<file path="src/hw/crs_pkg.sv">
// Constants and types shared by the clock, reset and strap control block.
// Assumes a single 100 MHz management clock drives every file that imports it.
package crs_pkg;

  localparam int CLK_PERIOD_NS = 10;

  // Internal oscillator warm-up period after any reset
  localparam int WARM_CYC = 1024;
  localparam int WARM_W   = $clog2(WARM_CYC) + 1;
  localparam logic [WARM_W-1:0] WARM_LAST = WARM_W'(WARM_CYC - 1);

  // Reset pin filter, least low time rounded up to whole cycles
  localparam int RST_FILT_NS  = 1000;
  localparam int RST_FILT_CYC = (RST_FILT_NS + CLK_PERIOD_NS - 1) / CLK_PERIOD_NS;
  localparam int RST_FILT_W   = $clog2(RST_FILT_CYC) + 1;
  localparam logic [RST_FILT_W-1:0] RST_FILT_LAST = RST_FILT_W'(RST_FILT_CYC - 1);

  // Reset timer after all reset causes are gone
  localparam int RST_TMR_CYC = 4096;
  localparam int RST_TMR_W   = $clog2(RST_TMR_CYC);
  localparam logic [RST_TMR_W-1:0] RST_TMR_LAST = RST_TMR_W'(RST_TMR_CYC - 1);

  // Processor fetch address after reset
  localparam int ADDR_W = 24;
  localparam logic [ADDR_W-1:0] START_ADDR = 24'h000000;

  // Synchroniser reset values: {sel, six, spi_serial_clock_pin, mp0, family, osc, rst_pin, supply}
  localparam int SYNC_W = 8;
  localparam logic [SYNC_W-1:0] SYNC_RST = 8'h06;
  localparam int SY_SUPPLY = 0;
  localparam int SY_RSTPIN = 1;
  localparam int SY_OSC    = 2;
  localparam int SY_FAMILY = 3;
  localparam int SY_MP0    = 4;
  localparam int SY_SPI_SERIAL_CLOCK_PIN   = 5;
  localparam int SY_SIX    = 6;
  localparam int SY_SEL    = 7;

  // Reset sequencer, Gray along hold -> timer -> run
  typedef enum logic [1:0] {
    ST_HOLD  = 2'h0,
    ST_TIMER = 2'h1,
    ST_RUN   = 2'h3
  } crs_state_t;

  typedef enum logic [1:0] {
    MODE_SPI  = 2'h0,
    MODE_UART = 2'h1,
    MODE_I2C  = 2'h2
  } crs_mode_t;

  function automatic crs_mode_t crs_decode_mode(input logic family, input logic kind);
    if (!family) begin
      return MODE_SPI;
    end else if (kind) begin
      return MODE_I2C;
    end else begin
      return MODE_UART;
    end
  endfunction : crs_decode_mode

endpackage : crs_pkg

</file>
<file path="src/hw/crs_osc_if.sv">
// Signals between the reset sequencer and the oscillator selector.
// Assumes both ends share the management clock.
`timescale 1ns/1ps
interface crs_osc_if;
  logic restart;
  logic ext_clk_s;
  logic sel_ext;
  logic alive;
  logic osc_fail;

  modport seq (output restart, output ext_clk_s, input sel_ext, input alive, input osc_fail);
  modport osc (input restart, input ext_clk_s, output sel_ext, output alive, output osc_fail);
endinterface : crs_osc_if

</file>
<file path="src/hw/crs_osc_sel.sv">
// Clock source selector: internal start-up period, external handover, fallback.
// Assumes ext_clk_s is already synchronised and restart is a one-cycle pulse.
`timescale 1ns/1ps
module crs_osc_sel
  import crs_pkg::*;
#(
  parameter int OSC_MISS_CYC = 16
) (
  input  wire logic clk_i,
  input  wire logic resetn_i,
  input  wire logic ce_i,
  crs_osc_if.osc    osc
);

  localparam int MISS_W = $clog2(OSC_MISS_CYC) + 1;
  localparam logic [MISS_W-1:0] MISS_LAST = MISS_W'(OSC_MISS_CYC - 1);

  if (OSC_MISS_CYC < 2) begin : g_chk
    $error("OSC_MISS_CYC must be at least 2");
  end

  logic [WARM_W-1:0] warm_cnt_r;
  logic              warm_done_r;
  logic [MISS_W-1:0] miss_cnt_r;
  logic              ext_d_r;
  logic              alive_r;
  logic              sel_ext_r;
  logic              fail_r;
  logic              edge_seen;
  logic              fail_set;

  ////////////////////////////////////////////////////////////////////////////
  // Edge watch on the external clock; a stuck pin looks like a dead oscillator
  assign edge_seen = ext_d_r ^ osc.ext_clk_s;
  assign fail_set  = sel_ext_r & ~alive_r;

  always_ff @(posedge clk_i) begin
    if (!resetn_i) begin
      warm_cnt_r  <= '0;
      warm_done_r <= 1'b0;
    end else if (ce_i) begin
      if (osc.restart) begin
        warm_cnt_r  <= '0;
        warm_done_r <= 1'b0;
      end else if (!warm_done_r) begin
        warm_cnt_r  <= warm_cnt_r + 1'b1;
        warm_done_r <= (warm_cnt_r == WARM_LAST);
      end
    end
  end

  // Reset level matches the synchroniser so no false edge follows reset
  always_ff @(posedge clk_i) begin
    if (!resetn_i) begin
      ext_d_r    <= SYNC_RST[SY_OSC];
      miss_cnt_r <= '0;
      alive_r    <= 1'b0;
    end else if (ce_i) begin
      ext_d_r <= osc.ext_clk_s;
      if (edge_seen) begin
        miss_cnt_r <= '0;
        alive_r    <= 1'b1;
      end else if (miss_cnt_r == MISS_LAST) begin
        alive_r    <= 1'b0;
      end else begin
        miss_cnt_r <= miss_cnt_r + 1'b1;
      end
    end
  end

  // Fallback needs no software: dead source drops the selection at once
  always_ff @(posedge clk_i) begin
    if (!resetn_i) begin
      sel_ext_r <= 1'b0;
      fail_r    <= 1'b0;
    end else if (ce_i) begin
      sel_ext_r <= ~osc.restart & warm_done_r & alive_r;
      if (fail_set) begin
        fail_r <= 1'b1;
      end else if (osc.restart) begin
        fail_r <= 1'b0;
      end
    end
  end

  assign osc.sel_ext  = sel_ext_r;
  assign osc.alive    = alive_r;
  assign osc.osc_fail = fail_r;

  ////////////////////////////////////////////////////////////////////////////
  // Checks
  logic [WARM_W:0] since_rst_r;
  always_ff @(posedge clk_i) begin
    if (!resetn_i || osc.restart) begin
      since_rst_r <= '0;
    end else if (ce_i && since_rst_r != {1'b1, {WARM_W{1'b0}}}) begin
      since_rst_r <= since_rst_r + 1'b1;
    end
  end
endmodule : crs_osc_sel

</file>
<file path="src/hw/crs_top.sv">
// Clock, reset and strap control: reset sources, reset timer, strap capture.
// Assumes clk_i is the always-running management clock; pins arrive asynchronous.
//
// Overview of operation
// - After any reset the internal oscillator runs for the first 1024 cycles.
// - After that period the selector takes the external clock if it is running.
// - A failing external oscillator drops back to the internal one without software.
// - External oscillator failure is reported as a status flag.
// - While the reset pin is low, all logic except clock management halts.
// - The reset pin must stay low at least 1 us before a reset starts.
// - Reset lasts until the pin is high and a 4096-cycle timer expires.
// - At release the processor starts fetching at address zero.
// - Supply detector starts the sequence at power-up and forces reset on a drop.
// - A watchdog timeout forces full reset; software refreshes it to avoid that.
// - Interface and address straps are sampled at reset to pick interface and address.
// - Family strap low selects SPI; high defers to the second strap.
// - Second strap on multipurpose pin zero: high I2C, low UART.
// - Once running, exactly one serial interface is enabled; the others stay off. In reset all three are off.
// - SPI clock pin is address bit zero unless SPI; pin six is address bit one.
// - Select pin: SPI slave select, RS-485 direction for UART, I2C clock.
`timescale 1ns/1ps
module crs_top
  import crs_pkg::*;
#(
  parameter int WDT_TIMEOUT_CYC = 1000000,
  parameter int OSC_MISS_CYC    = 16
) (
  input  wire logic              clk_i,
  input  wire logic              resetn_i,
  input  wire logic              ce_i,
  input  wire logic              supply_ok_i,
  input  wire logic              ext_reset_n_i,
  input  wire logic              osc_out_pin_i,
  input  wire logic              wdt_refresh_i,
  input  wire logic              iface_family_strap_i,
  input  wire logic              multipurpose_pin_zero_i,
  input  wire logic              spi_serial_clock_pin_i,
  input  wire logic              multipurpose_pin_six_i,
  input  wire logic              sel_pin_i,
  input  wire logic              rs485_dir_i,
  output logic                   sys_reset_n_o,
  output logic [ADDR_W-1:0]      core_start_addr_o,
  output logic                   clk_sel_ext_o,
  output logic                   osc_fail_flag_o,
  output logic                   wdt_reset_flag_o,
  output logic                   spi_en_o,
  output logic                   uart_en_o,
  output logic                   i2c_en_o,
  output logic [1:0]             addr_strap_o,
  output logic                   spi_serial_clock_o,
  output logic                   spi_slave_select_n_o,
  output logic                   i2c_scl_o,
  output logic                   sel_pin_o,
  output logic                   sel_pin_oe_n_o
);

  localparam int WDT_W = $clog2(WDT_TIMEOUT_CYC) + 1;
  localparam logic [WDT_W-1:0] WDT_LAST = WDT_W'(WDT_TIMEOUT_CYC - 1);

  if (WDT_TIMEOUT_CYC < 2) begin : g_chk
    $error("WDT_TIMEOUT_CYC must be at least 2");
  end

  ////////////////////////////////////////////////////////////////////////////
  // Input synchronisers
  logic [SYNC_W-1:0] meta_r;
  logic [SYNC_W-1:0] sync_r;
  logic [SYNC_W-1:0] pins;

  assign pins = {sel_pin_i, multipurpose_pin_six_i, spi_serial_clock_pin_i,
                 multipurpose_pin_zero_i, iface_family_strap_i, osc_out_pin_i,
                 ext_reset_n_i, supply_ok_i};

  always_ff @(posedge clk_i) begin
    if (!resetn_i) begin
      meta_r <= SYNC_RST;
      sync_r <= SYNC_RST;
    end else if (ce_i) begin
      meta_r <= pins;
      sync_r <= meta_r;
    end
  end

  ////////////////////////////////////////////////////////////////////////////
  // Reset pin filter; short glitches on a noisy board never start a reset
  logic [RST_FILT_W-1:0] filt_cnt_r;
  logic                  pin_rst_r;
  logic                  pin_low;

  assign pin_low = ~sync_r[SY_RSTPIN];

  always_ff @(posedge clk_i) begin
    if (!resetn_i) begin
      filt_cnt_r <= '0;
      pin_rst_r  <= 1'b0;
    end else if (ce_i) begin
      if (!pin_low) begin
        filt_cnt_r <= '0;
      end else if (filt_cnt_r != RST_FILT_LAST) begin
        filt_cnt_r <= filt_cnt_r + 1'b1;
      end
      pin_rst_r <= pin_low & (pin_rst_r | (filt_cnt_r == RST_FILT_LAST));
    end
  end

  ////////////////////////////////////////////////////////////////////////////
  // Reset sequencer
  crs_state_t           st_r;
  crs_state_t           st_nxt;
  logic [RST_TMR_W-1:0] tmr_r;
  logic                 wdt_bite_r;
  logic                 cause_any;
  logic                 tmr_done;
  logic                 release_now;
  logic                 running;

  assign cause_any   = ~sync_r[SY_SUPPLY] | pin_rst_r | wdt_bite_r;
  assign tmr_done    = (tmr_r == RST_TMR_LAST);
  assign running     = (st_r == ST_RUN);
  assign release_now = (st_r == ST_TIMER) & tmr_done & ~cause_any;

  always_comb begin
    st_nxt = st_r;
    case (st_r)
      ST_HOLD: begin
        if (!cause_any) begin
          st_nxt = ST_TIMER;
        end
      end
      ST_TIMER: begin
        if (cause_any) begin
          st_nxt = ST_HOLD;
        end else if (tmr_done) begin
          st_nxt = ST_RUN;
        end
      end
      ST_RUN: begin
        if (cause_any) begin
          st_nxt = ST_HOLD;
        end
      end
      default: begin
        st_nxt = ST_HOLD;
      end
    endcase
  end

  always_ff @(posedge clk_i) begin
    if (!resetn_i) begin
      st_r  <= ST_HOLD;
      tmr_r <= '0;
    end else if (ce_i) begin
      st_r  <= st_nxt;
      tmr_r <= (st_r == ST_TIMER && st_nxt == ST_TIMER) ? tmr_r + 1'b1 : '0;
    end
  end

  ////////////////////////////////////////////////////////////////////////////
  // Watchdog, free running while the processor runs
  logic [WDT_W-1:0] wdt_cnt_r;

  always_ff @(posedge clk_i) begin
    if (!resetn_i) begin
      wdt_cnt_r  <= '0;
      wdt_bite_r <= 1'b0;
    end else if (ce_i) begin
      wdt_bite_r <= running & ~wdt_refresh_i & (wdt_cnt_r == WDT_LAST);
      if (!running || wdt_refresh_i || wdt_cnt_r == WDT_LAST) begin
        wdt_cnt_r <= '0;
      end else begin
        wdt_cnt_r <= wdt_cnt_r + 1'b1;
      end
    end
  end

  ////////////////////////////////////////////////////////////////////////////
  // Oscillator selection
  crs_osc_if osc_bus ();
  logic      restart_r;

  assign osc_bus.restart   = restart_r;
  assign osc_bus.ext_clk_s = sync_r[SY_OSC];

  always_ff @(posedge clk_i) begin
    if (!resetn_i) begin
      restart_r <= 1'b0;
    end else if (ce_i) begin
      restart_r <= (st_nxt == ST_HOLD) & (st_r != ST_HOLD);
    end
  end

  crs_osc_sel #(
    .OSC_MISS_CYC (OSC_MISS_CYC)
  ) u_osc_sel (
    .clk_i    (clk_i),
    .resetn_i (resetn_i),
    .ce_i     (ce_i),
    .osc      (osc_bus.osc)
  );

  ////////////////////////////////////////////////////////////////////////////
  // Strap capture; values frozen until the next reset of any kind
  logic       family_lat_r;
  logic       kind_lat_r;
  logic [1:0] addr_lat_r;
  crs_mode_t  mode;

  always_ff @(posedge clk_i) begin
    if (!resetn_i) begin
      family_lat_r <= 1'b0;
      kind_lat_r   <= 1'b0;
      addr_lat_r   <= 2'h0;
    end else if (ce_i && release_now) begin
      family_lat_r <= sync_r[SY_FAMILY];
      kind_lat_r   <= sync_r[SY_MP0];
      addr_lat_r   <= {sync_r[SY_SIX], sync_r[SY_SPI_SERIAL_CLOCK_PIN]};
    end
  end

  assign mode = crs_decode_mode(family_lat_r, kind_lat_r);

  ////////////////////////////////////////////////////////////////////////////
  // Registered outputs and pin routing
  logic spi_nxt;
  logic uart_nxt;
  logic i2c_nxt;
  logic run_nxt;

  assign run_nxt  = (st_nxt == ST_RUN);
  assign spi_nxt  = running & (mode == MODE_SPI);
  assign uart_nxt = running & (mode == MODE_UART);
  assign i2c_nxt  = running & (mode == MODE_I2C);

  always_ff @(posedge clk_i) begin
    if (!resetn_i) begin
      sys_reset_n_o     <= 1'b0;
      core_start_addr_o <= START_ADDR;
      clk_sel_ext_o     <= 1'b0;
      osc_fail_flag_o   <= 1'b0;
      wdt_reset_flag_o  <= 1'b0;
    end else if (ce_i) begin
      sys_reset_n_o     <= run_nxt;
      core_start_addr_o <= START_ADDR;
      clk_sel_ext_o     <= osc_bus.sel_ext;
      osc_fail_flag_o   <= osc_bus.osc_fail;
      if (wdt_bite_r) begin
        wdt_reset_flag_o <= 1'b1;
      end else if (!sync_r[SY_SUPPLY]) begin
        wdt_reset_flag_o <= 1'b0;
      end
    end
  end

  // Pin routing lags the synchronised pins by one cycle so every output stays a flop
  always_ff @(posedge clk_i) begin
    if (!resetn_i) begin
      spi_en_o             <= 1'b0;
      uart_en_o            <= 1'b0;
      i2c_en_o             <= 1'b0;
      addr_strap_o         <= 2'h0;
      spi_serial_clock_o   <= 1'b0;
      spi_slave_select_n_o <= 1'b1;
      i2c_scl_o            <= 1'b1;
      sel_pin_o            <= 1'b0;
      sel_pin_oe_n_o       <= 1'b1;
    end else if (ce_i) begin
      spi_en_o             <= spi_nxt;
      uart_en_o            <= uart_nxt;
      i2c_en_o             <= i2c_nxt;
      addr_strap_o         <= {addr_lat_r[1], addr_lat_r[0] & (mode != MODE_SPI)};
      spi_serial_clock_o   <= spi_nxt & sync_r[SY_SPI_SERIAL_CLOCK_PIN];
      spi_slave_select_n_o <= spi_nxt ? sync_r[SY_SEL] : 1'b1;
      i2c_scl_o            <= i2c_nxt ? sync_r[SY_SEL] : 1'b1;
      sel_pin_o            <= uart_nxt & rs485_dir_i;
      sel_pin_oe_n_o       <= ~uart_nxt;
    end
  end
endmodule : crs_top

</file>
<file path="config.mk">
export PLATFORM = sky130hd
export DESIGN_NAME = crs_top
export DESIGN_NICKNAME = d
export VERILOG_FILES = /design/src/hw/crs_pkg.sv /design/src/hw/crs_osc_if.sv /design/src/hw/crs_osc_sel.sv /design/src/hw/crs_top.sv
export SDC_FILE = /design/constraint.sdc
export NUM_CORES = 1
export LEC_CHECK = 0
export ABC_CLOCK_PERIOD_IN_PS = 1900
export CAP_MARGIN = 20
export CORE_MARGIN = 1.5
export CORE_UTILIZATION = 45
export CTS_BUF_LIST = sky130_fd_sc_hd__clkbuf_8 sky130_fd_sc_hd__clkbuf_16
export CTS_CLUSTER_SIZE = 14
export DETAILED_ROUTE_END_ITERATION = 6
export DONT_BUFFER_PORTS = 1
export MAX_ROUTING_LAYER = met4
export PLACE_DENSITY = 0.64
export SLEW_MARGIN = 20
export SYNTH_ARGS = -nofsm -noshare
export SYNTH_HDL_FRONTEND = slang
export SYNTH_SLANG_ARGS = --single-unit
</file>
<file path="constraint.sdc">
create_clock -name clk_i -period 1.9 [get_ports clk_i]
set_input_delay 0.19 -clock clk_i [delete_from_list [all_inputs] [get_ports clk_i]]
set_output_delay 0.19 -clock clk_i [all_outputs]
set_load 0.01 [all_outputs]
</file>
### Word level (Yosys, flattened, before mapping)

Index checks and enable logic that the tools add are counted.

* magnitude comparators: 0
* bitwise gates (word level): 26
* mux-type cells: 25
* divide/modulo/power cells: 0
* add/subtract/negate cells: 5
* reduce and logical (&&, ||, !) cells: 19
* $mul: 0
* shift operators: 0
* eq/ne operators: 15

Operator list (number)
* $mux W11: 2
* $add A21 B1 Y21 const B: 1
* $eq A21 B20 Y1 const B: 1
* $mux W21: 1
* $mux W8: 2
* $and A1 B1 Y1: 15
* $add A12 B1 Y12 const B: 1
* $eq A12 B12 Y1 const B: 1
* $mux W12: 1
* $mux W2: 6
* $reduce_and A2 Y1: 6
* $add A11 B1 Y11 const B: 1
* $eq A11 B10 Y1 const B: 1
* $mux W1: 10
* $mux W5: 2
* $reduce_bool A2 Y1: 5
* $add A8 B1 Y8 const B: 1
* $eq A8 B7 Y1 const B: 1
* $ne A8 B7 Y1 const B: 1
* $not A1 Y1: 7
* $eq A2 B1 Y1 const B: 3
* $eq A2 B2 Y1 const B: 3
* $logic_not A2 Y1: 3
* $pmux W2 S3: 1
* other kinds (9): 14

* logic and storage cells: 122
* bits in read-only memories: 0
* output and inout bits: 38
* memories kept: 0
* bits in latches: 0
* register bits after elaboration: 101
* bits of input ports: 13
* memory bits (writable): 0

### Longest topological paths before layout

* depth after elaboration: 8
* depth in mapped cells: 7

### Modules after synthesis

A second synthesis with hierarchy kept.

* cells, all modules: 513
* area, all modules: 4545.6 µm²

By module, submodules not included
* crs_top: sequential area each 1601.5 µm², times used 1, cells an instance 401, area each 3574.7 µm²
* crs_osc_sel: sequential area each 420.4 µm², times used 1, cells an instance 112, area each 970.9 µm²

### Least setup slack after synthesis

Ideal clock, no wire load.

* path type: reg2reg
* start point: reg wdt_cnt_r[0]
* end point: reg wdt_cnt_r[20]
* stages on the path, launching flop included: 6
* setup time: 0.080 ns
* buffers on the path: 0
* setup slack: 0.096 ns
* arrival time: 1.724 ns
* data required time: 1.820 ns
* cell sequence: dfxtp_1 -> ha_1 -> nand3_1 -> or4_1 -> or3_1 -> a22oi_1

* longest elaborated chain between the ends: 3

Ends and longest elaborated chain
* from (decl): RTL line crs_top.sv:160 `logic [WDT_W-1:0] wdt_cnt_r;`
* from (signal assigned): RTL line crs_top.sv:171 `wdt_cnt_r <= wdt_cnt_r + 1'b1;`
* branches (longest 2 deep; another with $add A21 B1 Y21)
* $mux W21 (*): RTL line crs_top.sv:168 `if (!running || wdt_refresh_i || wdt_cnt_r == WDT_LAST) begin`

Mark *: on every way between the ends.
A chain may end at the register's enable or synchronous reset.

### Worst setup path after layout

* start point: reg wdt_cnt_r[1]
* end point: reg wdt_cnt_r[18]

Same word-level chain as after synthesis.

==> reports/qor.csv <==
metric;value;unit
ys_seq_elements;101;
rows;37;
design.core.area;0.0102;sq mm
end_kind;register;
drive_gt1_share;8.54;%
diodes;0;
netlist_top_cells_area;dfxtp_1 (43%), mux2i_1 (5.1%), nor2_1 (4.5%);
vdd_drop_max;0.417;mV
grt_busiest_layer;met2;
status;completed;
cts_setup_buffers;0;
vias;3909;
crit_fanout;6;
first_iter_violations;209;
grt_pass1_wl;17.5;mm
cts-root-buf;clkbuf_8;
postRouteWirelength;10.4;mm
die_x;105;microns
p_per_area;706;mW/mm^2
grt_start_max_net_pins;46;
grt_use_total;20.1;%
synth_warnings;0;
hold_viol;0;
maxCapViolations;0;
p_int;2.76;mW
power.switching;870;uW
areaGrowthSynthToFinish;9.70;%
dieHeight;105;microns
p_leak;1.81;nW
crit_chain;ha_2 > nand3_1 > or4_4 > or3_1 > a22oi_1;
place_hpwl;6.56;mm
ff2ff_setup_slack;0.09;ns
finalSetupViolCount;0;
clk_pin_slew_worst_paths;0.09;ns
worstPathRequired;2.19;ns
hold_class;primary input to register;
synth_cell_types;58;
dr.pass1.iters;4;
finalMaxSlewViolations;0;
routedWlPerCell;14.9;microns
nNetsFinal;576;
synth_edf_count;0;
gp_congestion;0.879;
synth_top_area_share;43.1;%
p_seq_share;59.7;%
p_sw_share;23.9;%
hold_path_end;wdt_cnt_r[1]$_SDFFE_PN0P_;
htree_levels;3;
port_buffers;0;
p_clk_share;34.5;%
critical_path_class;register to register;
finalCritPeriodShare;95.0;%
cts_tree;done;
worst_slew_pin_slew;0.742;ns
synth_top_cell_by_area;dfxtp_1;
clk_path_buf_depth;2;
fin_hold_ws;0.0216;ns
synth_async_sr_flop_share;0;%
syn-cell-area;0.00469;sq mm
final.setup.worst_slack;0.0947;ns
ys_top_cells_by_count;dfxtp_1 (101), nor2_1 (56), nand2_1 (42);
reg2reg_depth;5;
cp.arrival;2.10;ns
timing.rr.end;wdt_cnt_r[18]$_SDFFE_PN0P_;
grt_use_met2;31.9;%
clk_latency;0.37;ns
clock-sinks;101;
finalClockSkew;0.00641;ns
worst_path_largest_cell_delay;0.57;ns
synthFlopType;dfxtp_1;
start_util;45.9;%
dp_slack;0.0788;ns
avgSynthCellArea;8.68;sq um
min_from;ce_i;
cts_buffers;9;
drcViolationCount;0;
grt_pass1_vias;3717;
r2r_start;wdt_cnt_r[1]$_SDFFE_PN0P_;
synthCells;541;
slew_headroom;50.3;%
use_met1;24.6;%
crit_path_top_delay_cell;or4_4;
final_util;50.3;%
yosysMostFrequentCell;dfxtp_1;
max_freq;554;MHz
grt.overflow.total;0;
antenna_found_initial;0;
dieArea;0.0111;sq mm
whs_path_depth;2;
ys_seq_area_share;43.1;%
ioPinCount;51;
dp.cells;666;
start_kind;register;
stdcell_count;698;
ant_nets;0;
drt-vias-per-instance;5.60;
grt_use_met3;4.05;%
p_comb_share;5.8;%
fin_crit;1.81;ns
state kept, by name, indices dropped and copies added, names as in the netlist, 2 cells and up:
signal                cells
wdt_cnt_r                21
tmr_r                    12
u_osc_sel.warm_cnt_r     11
filt_cnt_r                8
meta_r                    8
sync_r                    8
u_osc_sel.miss_cnt_r      5
addr_lat_r                2
addr_strap_o              2
st_r                      2
worst max-delay path by stage:
stage | from | endpoint | slack, ns | cells after the start
finish | wdt_cnt_r[1]$_SDFFE_PN0P_ | wdt_cnt_r[18]$_SDFFE_PN0P_ | 0.09 | 5
global route | wdt_cnt_r[1]$_SDFFE_PN0P_ | wdt_cnt_r[18]$_SDFFE_PN0P_ | -0.0004 | 5
CTS | tmr_r[4]$_SDFFE_PN0P_ | tmr_r[6]$_SDFFE_PN0P_ | 0.07 | 4
detailed placement | tmr_r[4]$_SDFFE_PN0P_ | tmr_r[11]$_SDFFE_PN0P_ | 0.08 | 4
global placement | wdt_cnt_r[1]$_SDFFE_PN0P_ | wdt_cnt_r[18]$_SDFFE_PN0P_ | 0.11 | 5
floorplan | wdt_cnt_r[0]$_SDFFE_PN0P_ | wdt_cnt_r[20]$_SDFFE_PN0P_ | 0.1 | 5
logic make-up after synthesis:
| logic type | share of synthesized area, % |
|---|---|
| other | 0.0799 |
| adder cells (fa/ha/maj) | 1.60 |
| AO/OA/AOI/OAI | 13.3 |
| buffers and inverters | 7.36 |
| AND/OR/NAND/NOR | 24.7 |
| flip-flops | 43.1 |
| XOR/XNOR | 4.85 |
| multiplexers | 5.12 |
metrics by stage:
| stage | TNS, ns | power [mW] | area [sq um] |
|---|---|---|---|
| 3_5_place_dp | 0 | 2.38 | 4790 |
| 6_report | 0 | 3.64 | 5150 |
| 3_3_place_gp | 0 | 2.37 | 4790 |
| 2_1_floorplan | 0 | 2.41 | 4780 |
| 4_1_cts | 0 | 3.67 | 5130 |
| 5_1_grt | -0.000441 | 3.79 | 5150 |
power by group through the flow:
| stage | Clock, mW | Sequential (mW) | Combinational, mW |
|---|---|---|---|
| floorplan | 0 | 2.22 | 0.195 |
| global placement | 0 | 2.22 | 0.152 |
| detailed placement | 0 | 2.22 | 0.157 |
| CTS | 1.29 | 2.17 | 0.210 |
| global route | 1.37 | 2.18 | 0.236 |
| finish | 1.25 | 2.17 | 0.212 |
critical path: cells and delay by family, from the launching register on:
family                   cells  cell delay [ns]
adder cells (fa/ha/maj)      1             0.20
AND/OR/NAND/NOR              3             1.02
AO/OA/AOI/OAI                1             0.14
flip-flops                   1             0.37
final cells by class:
class / instances / area [sq um]
fillers: 978 / 5080
multi-input cells: 399 / 2430
flip-flops and latches: 101 / 2020
repair buffers: 33 / 295
well taps: 136 / 170
clock buffers: 11 / 151
inverters: 13 / 48.8
clock inverters: 5 / 27.5
per-layer routing:
layer	wire, microns	share of wire (%)
met1	4750	46
met2	4920	47
met4	182	1.8
met3	527	5.1
met5	0	0
timing repair:
action                     4_1_cts  5_1_grt
hold endpoints to repair        35        0
hold buffers                    15        0
resized for setup                0        4
setup endpoints to repair        0       17
placed cells by master, fill, tap and decap left out, types with 5 or more instances in the layout:
master          n
nand3_1        19
xnor2_1        15
a22oi_1        10
a21oi_1        40
o21ai_0        29
clkbuf_8       11
ha_1            5
nand4_1        22
and3_1          6
dlygate4sd3_1  14
inv_1          14
buf_4          18
dfxtp_1        99
nor3_1         13
mux2i_1        24
conb_1         24
nand2_1        42
xor2_1         11
or3_1          15
nor2_1         56
nor4_1          7
(Power assumes the default switching activity.)
